## src/afe_ctl_pkg.sv

```systemverilog
package afe_ctl_pkg;

    // ********************************************************
    // serial word layout
    // ********************************************************
    localparam int ADDR_W = 12;
    localparam int DATA_W = 28;
    localparam logic [5:0] ADDR_LAST_BIT = 6'h0B;
    localparam logic [5:0] DATA_LAST_BIT = 6'h1B;

    // ********************************************************
    // register offsets
    // ********************************************************
    localparam logic [ADDR_W-1:0] OFS_FRONTEND = 12'h000;
    localparam logic [ADDR_W-1:0] OFS_OUTPUT   = 12'h001;
    localparam logic [ADDR_W-1:0] OFS_SAMPLER  = 12'h004;
    localparam logic [ADDR_W-1:0] OFS_AMPGAIN  = 12'h005;

    // ********************************************************
    // field positions and widths
    // ********************************************************
    localparam int POS_POWER     = 0;
    localparam int POWER_W       = 2;
    localparam int POS_CLAMP_ON  = 2;
    localparam int POS_SETTLE    = 3;
    localparam int POS_QUICK     = 4;
    localparam int POS_BLANK_LVL = 5;
    localparam int POS_DC_BYP    = 6;
    localparam int POS_SUB_SEL   = 11;
    localparam int SUB_SEL_W     = 4;
    localparam int POS_TRISTATE  = 0;
    localparam int POS_LATCH_BYP = 1;
    localparam int SAMPLER_W     = 2;
    localparam int AMP_W         = 10;

    // ********************************************************
    // reset values
    // ********************************************************
    localparam logic [DATA_W-1:0] RST_FRONTEND = 28'h0000007;
    localparam logic [DATA_W-1:0] RST_OUTPUT   = 28'h0000008;
    localparam logic [DATA_W-1:0] RST_SAMPLER  = 28'h0000001;
    localparam logic [DATA_W-1:0] RST_AMPGAIN  = 28'h0000000;

    typedef struct packed {
        logic [ADDR_W-1:0] addr;
        logic [DATA_W-1:0] data;
    } wr_req_s;

endpackage

```

## src/serial_word_rx.sv

```systemverilog
`timescale 1ns/100ps
module serial_word_rx
    import afe_ctl_pkg::*;
(
    input  wire logic    clk_i,
    input  wire logic    rst_b_i,
    input  wire logic    ser_clk_i,
    input  wire logic    ser_data_i,
    input  wire logic    ser_load_b_i,
    output logic         wr_valid_o,
    output wr_req_s      wr_req_o
);

    // ********************************************************
    // pin synchronisers
    // ********************************************************
    logic [2:0]        s1_r;
    logic [2:0]        s2_r;
    logic              sclk_d_r;
    logic              addr_phase_r;
    logic [5:0]        cnt_r;
    logic [ADDR_W-1:0] addr_r;
    logic [DATA_W-1:0] data_sh_r;
    logic              rise;
    logic              active;

    always_ff @(posedge clk_i or negedge rst_b_i) begin
        if (!rst_b_i) begin
            s1_r     <= 3'h1;
            s2_r     <= 3'h1;
            sclk_d_r <= 1'b0;
        end else begin
            s1_r     <= {ser_clk_i, ser_data_i, ser_load_b_i};
            s2_r     <= s1_r;
            sclk_d_r <= s2_r[2];
        end
    end

    assign rise   = s2_r[2] & ~sclk_d_r;
    assign active = ~s2_r[0];

    // ********************************************************
    // shift engine
    // ********************************************************
    // lsb-first word assembly
    always_ff @(posedge clk_i or negedge rst_b_i) begin
        if (!rst_b_i) begin
            addr_phase_r <= 1'b1;
            cnt_r        <= 6'h00;
            addr_r       <= '0;
            data_sh_r    <= '0;
        end else if (!active) begin
            addr_phase_r <= 1'b1;
            cnt_r        <= 6'h00;
        end else if (rise) begin
            if (addr_phase_r) begin
                addr_r <= {s2_r[1], addr_r[ADDR_W-1:1]};
                if (cnt_r == ADDR_LAST_BIT) begin
                    addr_phase_r <= 1'b0;
                    cnt_r        <= 6'h00;
                end else begin
                    cnt_r <= cnt_r + 6'h01;
                end
            end else begin
                data_sh_r <= {s2_r[1], data_sh_r[DATA_W-1:1]};
                if (cnt_r == DATA_LAST_BIT) begin
                    // auto-increment for continuous writes
                    cnt_r  <= 6'h00;
                    addr_r <= addr_r + 12'h001;
                end else begin
                    cnt_r <= cnt_r + 6'h01;
                end
            end
        end
    end

    always_ff @(posedge clk_i or negedge rst_b_i) begin
        if (!rst_b_i) begin
            wr_valid_o <= 1'b0;
            wr_req_o   <= '0;
        end else begin
            wr_valid_o <= active & rise & ~addr_phase_r & (cnt_r == DATA_LAST_BIT);
            if (active && rise && !addr_phase_r && cnt_r == DATA_LAST_BIT) begin
                wr_req_o.addr <= addr_r;
                wr_req_o.data <= {s2_r[1], data_sh_r[DATA_W-1:1]};
            end
        end
    end
endmodule

```

## src/afe_control_register_bank.sv

```systemverilog
`timescale 1ns/100ps
// Contract
// - bit 2 of 0x00 enables the black clamp loop, resets to 1
// - bit 3 of 0x00 selects fast clamp settling, resets to 0
// - bit 4 of 0x00 requests very fast clamping on each amplifier gain change
// - during blanking outputs show zero, or clamp level when bit 5 set
// - bit 6 of 0x00 bypasses dc restore during blanking
// - bits 14:11 of 0x00 pick substrate output source, codes 0 to 7
// - same field, codes 8 to 15 pick the remaining sources
// - bit 0 of 0x01 set places the data outputs in high impedance
// - bit 1 of 0x01 clear registers outputs, set makes latch transparent
// - ten-bit amplifier gain at 0x05, applied at sync fall
// - writes are 12-bit address plus 28-bit data, lsb first; short dropped
// - immediate registers update on the final data bit
// - frame registers wait pending until the next vertical sync fall
module afe_control_register_bank
    import afe_ctl_pkg::*;
#(
    parameter int SAMPLE_W = 12
)
(
    input  wire logic                 clk_i,
    input  wire logic                 rst_b_i,
    input  wire logic                 ser_clk_i,
    input  wire logic                 ser_data_i,
    input  wire logic                 ser_load_b_i,
    input  wire logic                 vertical_sync_i,
    input  wire logic [15:0]          sub_sources_i,
    input  wire logic [SAMPLE_W-1:0]  adc_data_i,
    input  wire logic [SAMPLE_W-1:0]  clamp_level_i,
    input  wire logic                 pixel_blanking_i,
    output logic [POWER_W-1:0]        power_state_o,
    output logic                      black_clamp_on_o,
    output logic                      clamp_settling_fast_o,
    output logic                      quick_clamp_o,
    output logic                      dc_restore_en_o,
    output logic                      substrate_control_out_o,
    output logic [SAMPLE_W-1:0]       dout_o,
    output logic                      dout_oe_o,
    output logic [SAMPLE_W-1:0]       dout_blank_o,
    output logic [SAMPLER_W-1:0]      sampler_gain_o,
    output logic [AMP_W-1:0]          amplifier_gain_o
);

    // ********************************************************
    // serial write port
    // ********************************************************
    logic              wr_valid;
    wr_req_s           wr_req;
    logic [DATA_W-1:0] fe_r;
    logic [DATA_W-1:0] out_r;
    logic [DATA_W-1:0] sampler_pend_r;
    logic [DATA_W-1:0] amp_pend_r;
    logic [DATA_W-1:0] sampler_act_r;
    logic [DATA_W-1:0] amp_act_r;
    logic              vs1_r;
    logic              vs2_r;
    logic              vs_d_r;
    logic              sync_fall;
    logic [SAMPLE_W-1:0] dout_pre;
    logic [SAMPLE_W-1:0] dout_q_r;
    logic              sub_r;
    logic              quick_r;

    serial_word_rx u_rx (
        .clk_i        (clk_i),
        .rst_b_i      (rst_b_i),
        .ser_clk_i    (ser_clk_i),
        .ser_data_i   (ser_data_i),
        .ser_load_b_i (ser_load_b_i),
        .wr_valid_o   (wr_valid),
        .wr_req_o     (wr_req)
    );

    function automatic logic hit(input wr_req_s req, input logic [ADDR_W-1:0] ofs);
        hit = (req.addr == ofs);
    endfunction

    // ********************************************************
    // immediate registers
    // ********************************************************
    // commit on last bit
    always_ff @(posedge clk_i or negedge rst_b_i) begin
        if (!rst_b_i) begin
            fe_r  <= RST_FRONTEND;
            out_r <= RST_OUTPUT;
        end else if (wr_valid) begin
            if (hit(wr_req, OFS_FRONTEND)) begin
                fe_r <= wr_req.data;
            end
            if (hit(wr_req, OFS_OUTPUT)) begin
                out_r <= wr_req.data;
            end
        end
    end

    // ********************************************************
    // frame registers
    // ********************************************************
    always_ff @(posedge clk_i or negedge rst_b_i) begin
        if (!rst_b_i) begin
            vs1_r  <= 1'b0;
            vs2_r  <= 1'b0;
            vs_d_r <= 1'b0;
        end else begin
            vs1_r  <= vertical_sync_i;
            vs2_r  <= vs1_r;
            vs_d_r <= vs2_r;
        end
    end

    assign sync_fall = vs_d_r & ~vs2_r;

    always_ff @(posedge clk_i or negedge rst_b_i) begin
        if (!rst_b_i) begin
            sampler_pend_r <= RST_SAMPLER;
            amp_pend_r     <= RST_AMPGAIN;
        end else if (wr_valid) begin
            if (hit(wr_req, OFS_SAMPLER)) begin
                sampler_pend_r <= wr_req.data;
            end
            if (hit(wr_req, OFS_AMPGAIN)) begin
                amp_pend_r <= wr_req.data;
            end
        end
    end

    // apply at sync fall; a write in the same cycle waits one field
    always_ff @(posedge clk_i or negedge rst_b_i) begin
        if (!rst_b_i) begin
            sampler_act_r <= RST_SAMPLER;
            amp_act_r     <= RST_AMPGAIN;
        end else if (sync_fall) begin
            sampler_act_r <= sampler_pend_r;
            amp_act_r     <= amp_pend_r;
        end
    end

    assign sampler_gain_o   = sampler_act_r[SAMPLER_W-1:0];
    assign amplifier_gain_o = amp_act_r[AMP_W-1:0];

    always_ff @(posedge clk_i or negedge rst_b_i) begin
        if (!rst_b_i) begin
            quick_r <= 1'b0;
        end else begin
            quick_r <= sync_fall & fe_r[POS_QUICK]
                       & (amp_pend_r[AMP_W-1:0] != amp_act_r[AMP_W-1:0]);
        end
    end

    assign quick_clamp_o = quick_r;

    // ********************************************************
    // front-end controls
    // ********************************************************
    // power state field
    assign power_state_o         = fe_r[POS_POWER +: POWER_W];
    assign black_clamp_on_o      = fe_r[POS_CLAMP_ON];
    assign clamp_settling_fast_o = fe_r[POS_SETTLE];
    assign dc_restore_en_o       = ~(pixel_blanking_i & fe_r[POS_DC_BYP]);

    // substrate source mux, code indexes source bit
    always_ff @(posedge clk_i or negedge rst_b_i) begin
        if (!rst_b_i) begin
            sub_r <= 1'b0;
        end else begin
            sub_r <= sub_sources_i[fe_r[POS_SUB_SEL +: SUB_SEL_W]];
        end
    end

    assign substrate_control_out_o = sub_r;

    // ********************************************************
    // data output path
    // ********************************************************
    // blanking value
    assign dout_blank_o = fe_r[POS_BLANK_LVL] ? clamp_level_i : '0;
    assign dout_pre     = pixel_blanking_i ? dout_blank_o : adc_data_i;

    always_ff @(posedge clk_i or negedge rst_b_i) begin
        if (!rst_b_i) begin
            dout_q_r <= '0;
        end else begin
            dout_q_r <= dout_pre;
        end
    end

    // transparent latch trades a cycle of latency for glitch exposure
    assign dout_o    = out_r[POS_LATCH_BYP] ? dout_pre : dout_q_r;
    assign dout_oe_o = ~out_r[POS_TRISTATE];
endmodule

```

## config.mk

```make
export PLATFORM = sky130hd
export DESIGN_NAME = afe_control_register_bank
export DESIGN_NICKNAME = d
export VERILOG_FILES = /design/src/afe_ctl_pkg.sv /design/src/serial_word_rx.sv /design/src/afe_control_register_bank.sv
export SDC_FILE = /design/constraint.sdc
export NUM_CORES = 1
export LEC_CHECK = 0
export BUFFER_PORTS_ARGS = -buffer_cell sky130_fd_sc_hd__buf_2
export CAP_MARGIN = 30
export CELL_PAD_IN_SITES_DETAIL_PLACEMENT = 1
export CELL_PAD_IN_SITES_GLOBAL_PLACEMENT = 1
export CORE_MARGIN = 10
export CORE_UTILIZATION = 45
export CTS_CLUSTER_DIAMETER = 120
export DETAILED_ROUTE_END_ITERATION = 16
export PLACE_DENSITY = 0.79
export SYNTH_ARGS = -nofsm -noshare
export SYNTH_HDL_FRONTEND = slang
export SYNTH_SLANG_ARGS = --single-unit
```

## constraint.sdc

```tcl
create_clock -name clk_i -period 3.35 [get_ports clk_i]
set_input_delay 0.8375 -clock clk_i [delete_from_list [all_inputs] [get_ports clk_i]]
set_output_delay 0.8375 -clock clk_i [all_outputs]
set_load 0.1 [all_outputs]
```

# After elaboration in Yosys (flattened, before gate mapping)
# Cells that the tools add are included.
# word_totals
reg_bits	140
in_bits	47
out_inout_bits	44
elab_cells	74
# op_classes
n_addsub	2
n_lt_le_gt_ge	1
eq_ne	6
muxes	16
n_bitwise	14
n_reduce_logical	13
# op_table
cell	count
2-to-1 mux 12 bit	5
2-to-1 mux 6 bit	5
equality test 12 x 3 -> 1 bit (second input constant)	2
adder 12 x 1 -> 12 bit (second input constant)	1
equality test 12 x 1 -> 1 bit (second input constant)	1
zero test 12 bit	1
!= test 10 bit	1
bitwise AND 1 bit	8
AND reduction 2 bit	4
adder 6 x 1 -> 6 bit (second input constant)	1
equality test 6 x 4 -> 1 bit (second input constant)	1
equality test 6 x 5 -> 1 bit (second input constant)	1
inverter 1 bit	6
AND reduction 3 bit	2
< comparator 4 x 5 -> 1 bit (second input constant)	1
2-to-1 mux 1 bit	5
binary-select mux 1 bit (select 4 bit)	1
nonzero test 2 bit	2
logical AND 1 bit	3
zero test 1 bit	1

# Logic depth before layout (Yosys ltp)
# Gate-level depths: netlist of the first run.
# logic_depth
depth_word	5
mapped_depth	8
depth_no_buf	5

# Modules after synthesis
# From an unflattened synthesis of the first run, not the netlist that was laid out.
# hier_totals
hier_cells	458
hier_area_um2	6600.1
# modules_own_cells
module	instances	cells_per_inst	area_per_inst_um2
serial_word_rx	1	289	4090.2
afe_control_register_bank	1	169	2509.9

# Worst setup path before layout of the first run
# No wires, ideal clock.
# synth_path
path_type	input to output
from	input clamp_level_i[0]
to	output dout_o[0]
arrival_ns	2.386
required_ns	2.513
path_slack_ns	0.126
stages	3
path_cell_list	and2_1 -> mux2_2 -> mux2_2
# synth_via
elab_chain_cells	3
# synth_rtl
item	line	source
from (decl)	afe_control_register_bank.sv:30	input wire logic [SAMPLE_W-1:0] clamp_level_i,
2-to-1 mux 12 bit	afe_control_register_bank.sv:177	assign dout_blank_o = fe_r[POS_BLANK_LVL] ? clamp_level_i : '0;
2-to-1 mux 12 bit	afe_control_register_bank.sv:178	assign dout_pre = pixel_blanking_i ? dout_blank_o : adc_data_i;
via dout_pre[0]	afe_control_register_bank.sv:60	logic [SAMPLE_W-1:0] dout_pre;
2-to-1 mux 12 bit	afe_control_register_bank.sv:189	assign dout_o = out_r[POS_LATCH_BYP] ? dout_pre : dout_q_r;
to (decl)	afe_control_register_bank.sv:38	output logic [SAMPLE_W-1:0] dout_o,
# The timed path passes the listed nets, and every way through them passes these cells.

# Final worst setup path of the first run
# layout_path
from	input pixel_blanking_i
to	output dout_o[7]
# layout_via
elab_chain_cells	2
# layout_rtl
item	line	source
from (decl)	afe_control_register_bank.sv:31	input wire logic pixel_blanking_i,
2-to-1 mux 12 bit	afe_control_register_bank.sv:178	
via dout_pre[7]	afe_control_register_bank.sv:60	
2-to-1 mux 12 bit	afe_control_register_bank.sv:189	
# The timed path passes the listed nets, and every way through them passes these cells.

==> flow_summary.toml, run 1 <==
[logic_synthesis]
synth_cell_types = 51
yosysWarnings = 0
synth_area_sq_um = 5919
synth_edf_count = 0
ys_seq_area_share_pct = 56.82
synth-main-ff-cell = "dfrtp_1"
synth-seq-cells = 134
synthCells = 431
async_reset_ff_share_pct = 100.0
syn_nets = 480
avgSynthCellArea_sq_um = 13.73

[grt]
grt_pass1_vias = 4411
track_usage_pct = 15.83
grt_remaining_overflow = 0
grt_pass1_wl_mm = 23.05
grt_max_degree = 58
antenna_found_initial = 0

[power]
peakVddDrop_mv = 0.3906
p_seq_share_pct = 46.9
pwr-share-clk_pct = 45.5
p_per_area_nw_per_um2 = 529.5
p_sw_share_pct = 25.36
switchingPower_uw = 948.4
combPwrFrac_pct = 7.5
intPower_uw = 2792
leakagePower_uw = 0.003551

[placement]
numPortBuffers = 90
gp_congestion = 0.7959
pre_cts_ws_ns = 0.4333
hpwlAfterDp_mm = 9.346

[die]
rows = 41
die_h_um = 134.7
die_area_sq_um = 18140
die_w_um = 134.7
top_level_ports = 91
coreArea_sq_um = 12770
start_util_pct = 46.34

[timing]
drv_slew = 0
fin_setup_tns_ns = 0
clock_skew_ns = 0.005084
worst-slew-pin-transition_ns = 0.8062
hold_viol = 0
setup_viol = 0
min_period_ns = 2.904
max_slew_margin_pct = 46.19
fin_ws_ns = 0.4458
rsz0062_at_grt = "false"
post-route-period-util_pct = 86.69
timing.fmax_ghz = 0.3443
hold_slack_ns = 0.3506

[drt]
drt_wl_total_mm = 13.45
drtAntennaViolNets = 0
drc = 0
wire_per_inst_um = 18.95
vias = 3827
drt-initial-drc-count = 214
viasPerCell = 5.390
dr.pass1.iters = 4

[finish]
fillers = 1319
regArea_sq_um = 3363
final_common_cell = "dfrtp_1"
final_cell_mix = "126 x dfrtp_1, 107 x mux2_2, 89 x buf_2"
antenna-diode-count = 0
drive_above_1_share_pct = 48.14
multi_input_area_sq_um = 2399
nets = 574
areaGrowthSynthToFinish_pct = 19.34

[cts]
cts_hold_buf = 0
insertion_delay_ns = 0.41
cts_tree = "done"
root_buffer = "clkbuf_16"
h-tree-depth = 4
clkSlewWorstSetupHoldPaths_ns = 0.05
numClockSinks = 134
numCtsBuffers = 17
ctsResizeCount = 0
cts_buffer_depth = 2
postCtsSetupBuffers = 0

[critical_path]
cp-end-kind = "output pin"
cp_slowest_cell = "mux2_2"
startpoint_type = "input pin"
arrival_ns = 2.07
slowest_delay_ns = 0.39
cp_cell_sequence = "buf_2 > mux2_2 > mux2_2 > buf_2"
crit_fanout = 13
cp_data_required_time_ns = 2.51
setup.worst_path.class = "in2out"

[worst_hold_path]
hold_class = "reg2reg"

[run]
cap_violations = 0

[run_status]
outcome = "complete, no violations"
-- final timing paths --
path / from / endpoint / slack [ns] / cells past startpoint
hold / removal: u_rx.s1_r[2] / u_rx.s2_r[2] / 0.35 / 0
max in group asynchronous: rst_b_i / fe_r[11] / 2.07 / 2
setup reg to reg: u_rx.wr_req_o[31] / fe_r[5] / 0.98 / 5
hold reg to reg: u_rx.s1_r[2] / u_rx.s2_r[2] / 0.35 / 0
setup / recovery: pixel_blanking_i / dout_o[7] / 0.45 / 4
min in group asynchronous: rst_b_i / amp_act_r[6] / 0.49 / 1
-- metal layers --
layer	GRT usage (%)	wire length, um	vias to the layer above
li1	-	-	1750
met1	17.86	5444	1974
met2	27.40	7125	87
met3	5.230	670	16
met4	5.441	211	0
met5	0	0	-
-- sequential cells by signal, summed over array words and instances, names as in the netlist, 3 cells and up --
| name | cells |
|---|---|
| u_rx.data_sh_r | 27 |
| fe_r | 11 |
| u_rx.addr_r | 12 |
| u_rx.wr_req_o | 26 |
| u_rx.cnt_r | 6 |
| dout_q_r | 12 |
| amp_act_r | 10 |
| amp_pend_r | 10 |
| u_rx.s1_r | 3 |
| u_rx.s2_r | 3 |
-- power by group through the flow --
stage	Combinational, uW	Sequential, uW	Clock (uW)
finish	282	1760	1700
floorplan	202	1740	0
global route	312	1770	1850
global placement	267	1770	0
CTS	287	1750	1740
detailed placement	283	1780	0
-- layout make-up --
cell class                      instances  share of cell area (%)
Clock inverter                         12                   1.505
Tap cell                              172                   3.046
Multi-Input combinational cell        268                   33.95
Sequential cell                       134                   47.61
Timing Repair Buffer                   97                   7.333
Inverter                                7                  0.3719
Clock buffer                           20                   6.181
-- synthesized netlist by cell type, types with 2 or more instances --
cell / instances / area, sq um
nor4b_1: 2 / 17.52
buf_1: 2 / 7.510
dfrtp_1: 126 / 3153
o21ai_0: 11 / 55.05
xnor2_1: 3 / 26.28
ha_1: 2 / 25.02
dfstp_2: 8 / 210.2
nand2b_1: 3 / 18.77
inv_1: 7 / 26.28
nand2_1: 19 / 71.32
xor2_1: 11 / 96.34
nor2_1: 12 / 45.04
mux4_2: 5 / 112.6
mux2i_1: 6 / 60.06
and3_1: 5 / 31.28
a21oi_1: 9 / 45.04
o32ai_1: 3 / 26.28
o2111ai_1: 2 / 17.52
nor4_1: 4 / 25.02
and2_1: 12 / 75.07
nand3_1: 3 / 15.01
mux2_4: 5 / 75.07
nand3b_1: 2 / 15.01
nand4_1: 4 / 25.02
and4_1: 4 / 35.03
buf_6: 4 / 45.04
mux2_2: 107 / 1205
o22ai_1: 5 / 31.28
buf_4: 5 / 37.54
buf_2: 4 / 20.02
nor3_1: 8 / 40.04
clkbuf_1: 7 / 26.28
nor2b_1: 3 / 18.77
-- stage by stage --
stage	instance area, sq um	util (%)	total power (uW)	std cells
floorplan	5919	-	1944	431
global placement	6514	50.99	2038	677
detailed placement	6521	51.05	2063	678
CTS	7064	55.30	3776	710
global route	7064	55.30	3925	710
finish	7064	55.30	3741	710
-- worst max-delay path: cells and delay by family --
family	cells	cell delay [ns]
buffers and inverters	2	0.56
muxes	2	0.66
-- kinds of logic (layout without fill, tap and decap cells) --
logic type	after synthesis	count (layout)	share of synthesized area (%)
DFF	134	134	56.82
AOI/OAI and AO/OA	38	38	4.016
buffers and inverters	29	136	2.748
muxes	124	124	24.73
and+or+nand+nor	90	90	9.194
xor gates and xnor gates	14	14	2.071
adders and majority gates	2	2	0.4227
No activity file was read; power rests on OpenSTA's default activity.
==> run 2: changes to the inputs <==
Settings changed: PLACE_DENSITY 0.79 to 0.78, SLEW_MARGIN from default to 20, SYNTH_HIERARCHICAL from default to 1, TNS_END_PERCENT from default to 100.
==> run 2 against run 1 <==
Effect of this change:
- sequential power barely moved
- register-to-register slack improved by 0.17 ns
- clock power increased by 8%
- flip-flop and latch count stayed put
- critical path depth unchanged
- setup slack got worse by 0.014 ns
- via count is 0.16% lower
==> flow_summary.toml, run 2 <==
[critical_path]
crit_family = "multiplexers"
crit_fanout = 13
cp_data_required_time_ns = 2.51
cp_cell_sequence = "buf_2 > mux2_2 > mux2_2 > buf_2"
cp_num_cells = 4
cp-end-kind = "output pin"
ff2ff_path_depth = 3
cp_slowest_cell = "mux2_2"
slowest_delay_ns = 0.39
path_buf_inv = 2
setup.worst_path.class = "in2out"
startpoint_type = "input pin"
arrival_ns = 2.08

[placement]
dp.cells = 681
pre_cts_ws_ns = 0.4304
gp_congestion = 0.7875
hpwlAfterDp_mm = 9.731
numPortBuffers = 90

[finish]
largest_reg_flops = 27
antenna-diode-count = 0
reg.largest.list = "u_rx/data_sh_r (27), u_rx/wr_req_o (26)"
top_register = "u_rx/data_sh_r"
regArea_sq_um = 3363
fillers = 1314
fin_cells = 713
final_cell_mix = "126 x dfrtp_1, 89 x mux2_2, 89 x buf_2"
nets = 573
final_common_cell = "dfrtp_1"
multi_input_area_sq_um = 2534
drive_above_1_share_pct = 49.72
areaGrowthSynthToFinish_pct = 19.81

[timing]
post-route-period-util_pct = 87.12
fin_ws_ns = 0.4315
hold_viol = 0
worst-slew-pin-transition_ns = 0.8866
clock_skew_ns = 0.006628
min_period_ns = 2.919
fin_setup_tns_ns = 0
drv_slew = 0
timing.fmax_ghz = 0.3426
max_slew_margin_pct = 40.89
rsz0062_at_grt = "false"
setup_viol = 0

[power]
switchingPower_uw = 909.4
p_seq_share_pct = 45.7
p_sw_share_pct = 23.79
pwr-share-clk_pct = 47.8
p_per_area_nw_per_um2 = 527.9
peakVddDrop_mv = 0.3922
leakagePower_uw = 0.003680
intPower_uw = 2913
power.total_uw = 3822
combPwrFrac_pct = 6.6

[grt]
track_usage_pct = 16.15
grt_pass1_vias = 4335
grt_remaining_overflow = 0
grt_pass1_wl_mm = 23.44
antenna_found_initial = 0
grt_max_degree = 71

[die]
coreArea_sq_um = 13190
top_level_ports = 91
die_w_um = 135.9
die_h_um = 135.9
start_util_pct = 45.82
rows = 42
die_area_sq_um = 18460

[cts]
cts_hold_buf = 0
numClockSinks = 134
numCtsBuffers = 17
cts_tree = "done"
h-tree-depth = 4
ctsResizeCount = 0
root_buffer = "clkbuf_16"
clkSlewWorstSetupHoldPaths_ns = 0.06
insertion_delay_ns = 0.42
postCtsSetupBuffers = 0
cts_buffer_depth = 2

[drt]
drt_wl_total_mm = 14.58
drc = 0
wire_per_inst_um = 20.44
wl_met1_mm = 5.942
vias = 3821
drt-initial-drc-count = 174
drtAntennaViolNets = 0
top_layer = "met4"
dr.pass1.iters = 4
met3_length_um = 763
dr_wl_met2_mm = 7.777
viasPerCell = 5.359

[logic_synthesis]
syn_nets = 479
synth_area_sq_um = 6043
yosysWarnings = 6
avgSynthCellArea_sq_um = 14.05
synthCells = 430

[run]
cap_violations = 0

[worst_hold_path]
hold_class = "in2async"

[run_status]
outcome = "complete, no violations"
==> run 2: power by group through the flow <==
stage,registers (uW),logic (uW),clock network [uW]
final,1750,251,1830
after global placement,1770,239,0
after detailed placement,1770,253,0
after CTS,1750,256,1860
after global routing,1760,278,1940
after floorplan,1740,168,0
==> run 2: through the flow <==
step	util, %	area [sq um]	hold slack [ns]
3_3_place_gp	50.45	6654	0.3337
2_1_floorplan	-	6043	0.3312
4_1_cts	54.89	7241	0.3149
3_5_place_dp	50.50	6661	0.3464
6_report	54.89	7241	0.3190
5_1_grt	54.89	7241	0.3224
==> run 2: path summary, 6_finish.rpt <==
| path | startpoint | end | slack, ns |
|---|---|---|---|
| setup / recovery | pixel_blanking_i | dout_o[1] | 0.43 |
| hold / removal | rst_b_i | out_r[1] | 0.32 |
| setup reg to reg | u_rx/wr_req_o[36] | amp_pend_r[6] | 1.15 |
| hold reg to reg | u_rx/s1_r[0] | u_rx/s2_r[0] | 0.36 |
| max in group asynchronous | rst_b_i | u_rx/addr_phase_r | 2.17 |
| min in group clk_i | u_rx/s1_r[0] | u_rx/s2_r[0] | 0.36 |
==> run 2: routing by layer <==
metal  track usage [%]  vias up
met4             4.260        0
met2             28.59       92
met3             5.572        9
met5                 0        -
met1             18.11     1972
li1                  -     1748
==> run 2: final cells by class <==
class / count / area share (%)
Clock buffer: 24 / 6.653
Clock inverter: 8 / 1.348
Inverter: 7 / 0.3629
Multi-Input combinational cell: 267 / 34.99
Sequential cell: 134 / 46.45
Tap cell: 176 / 3.041
Timing Repair Buffer: 97 / 7.154
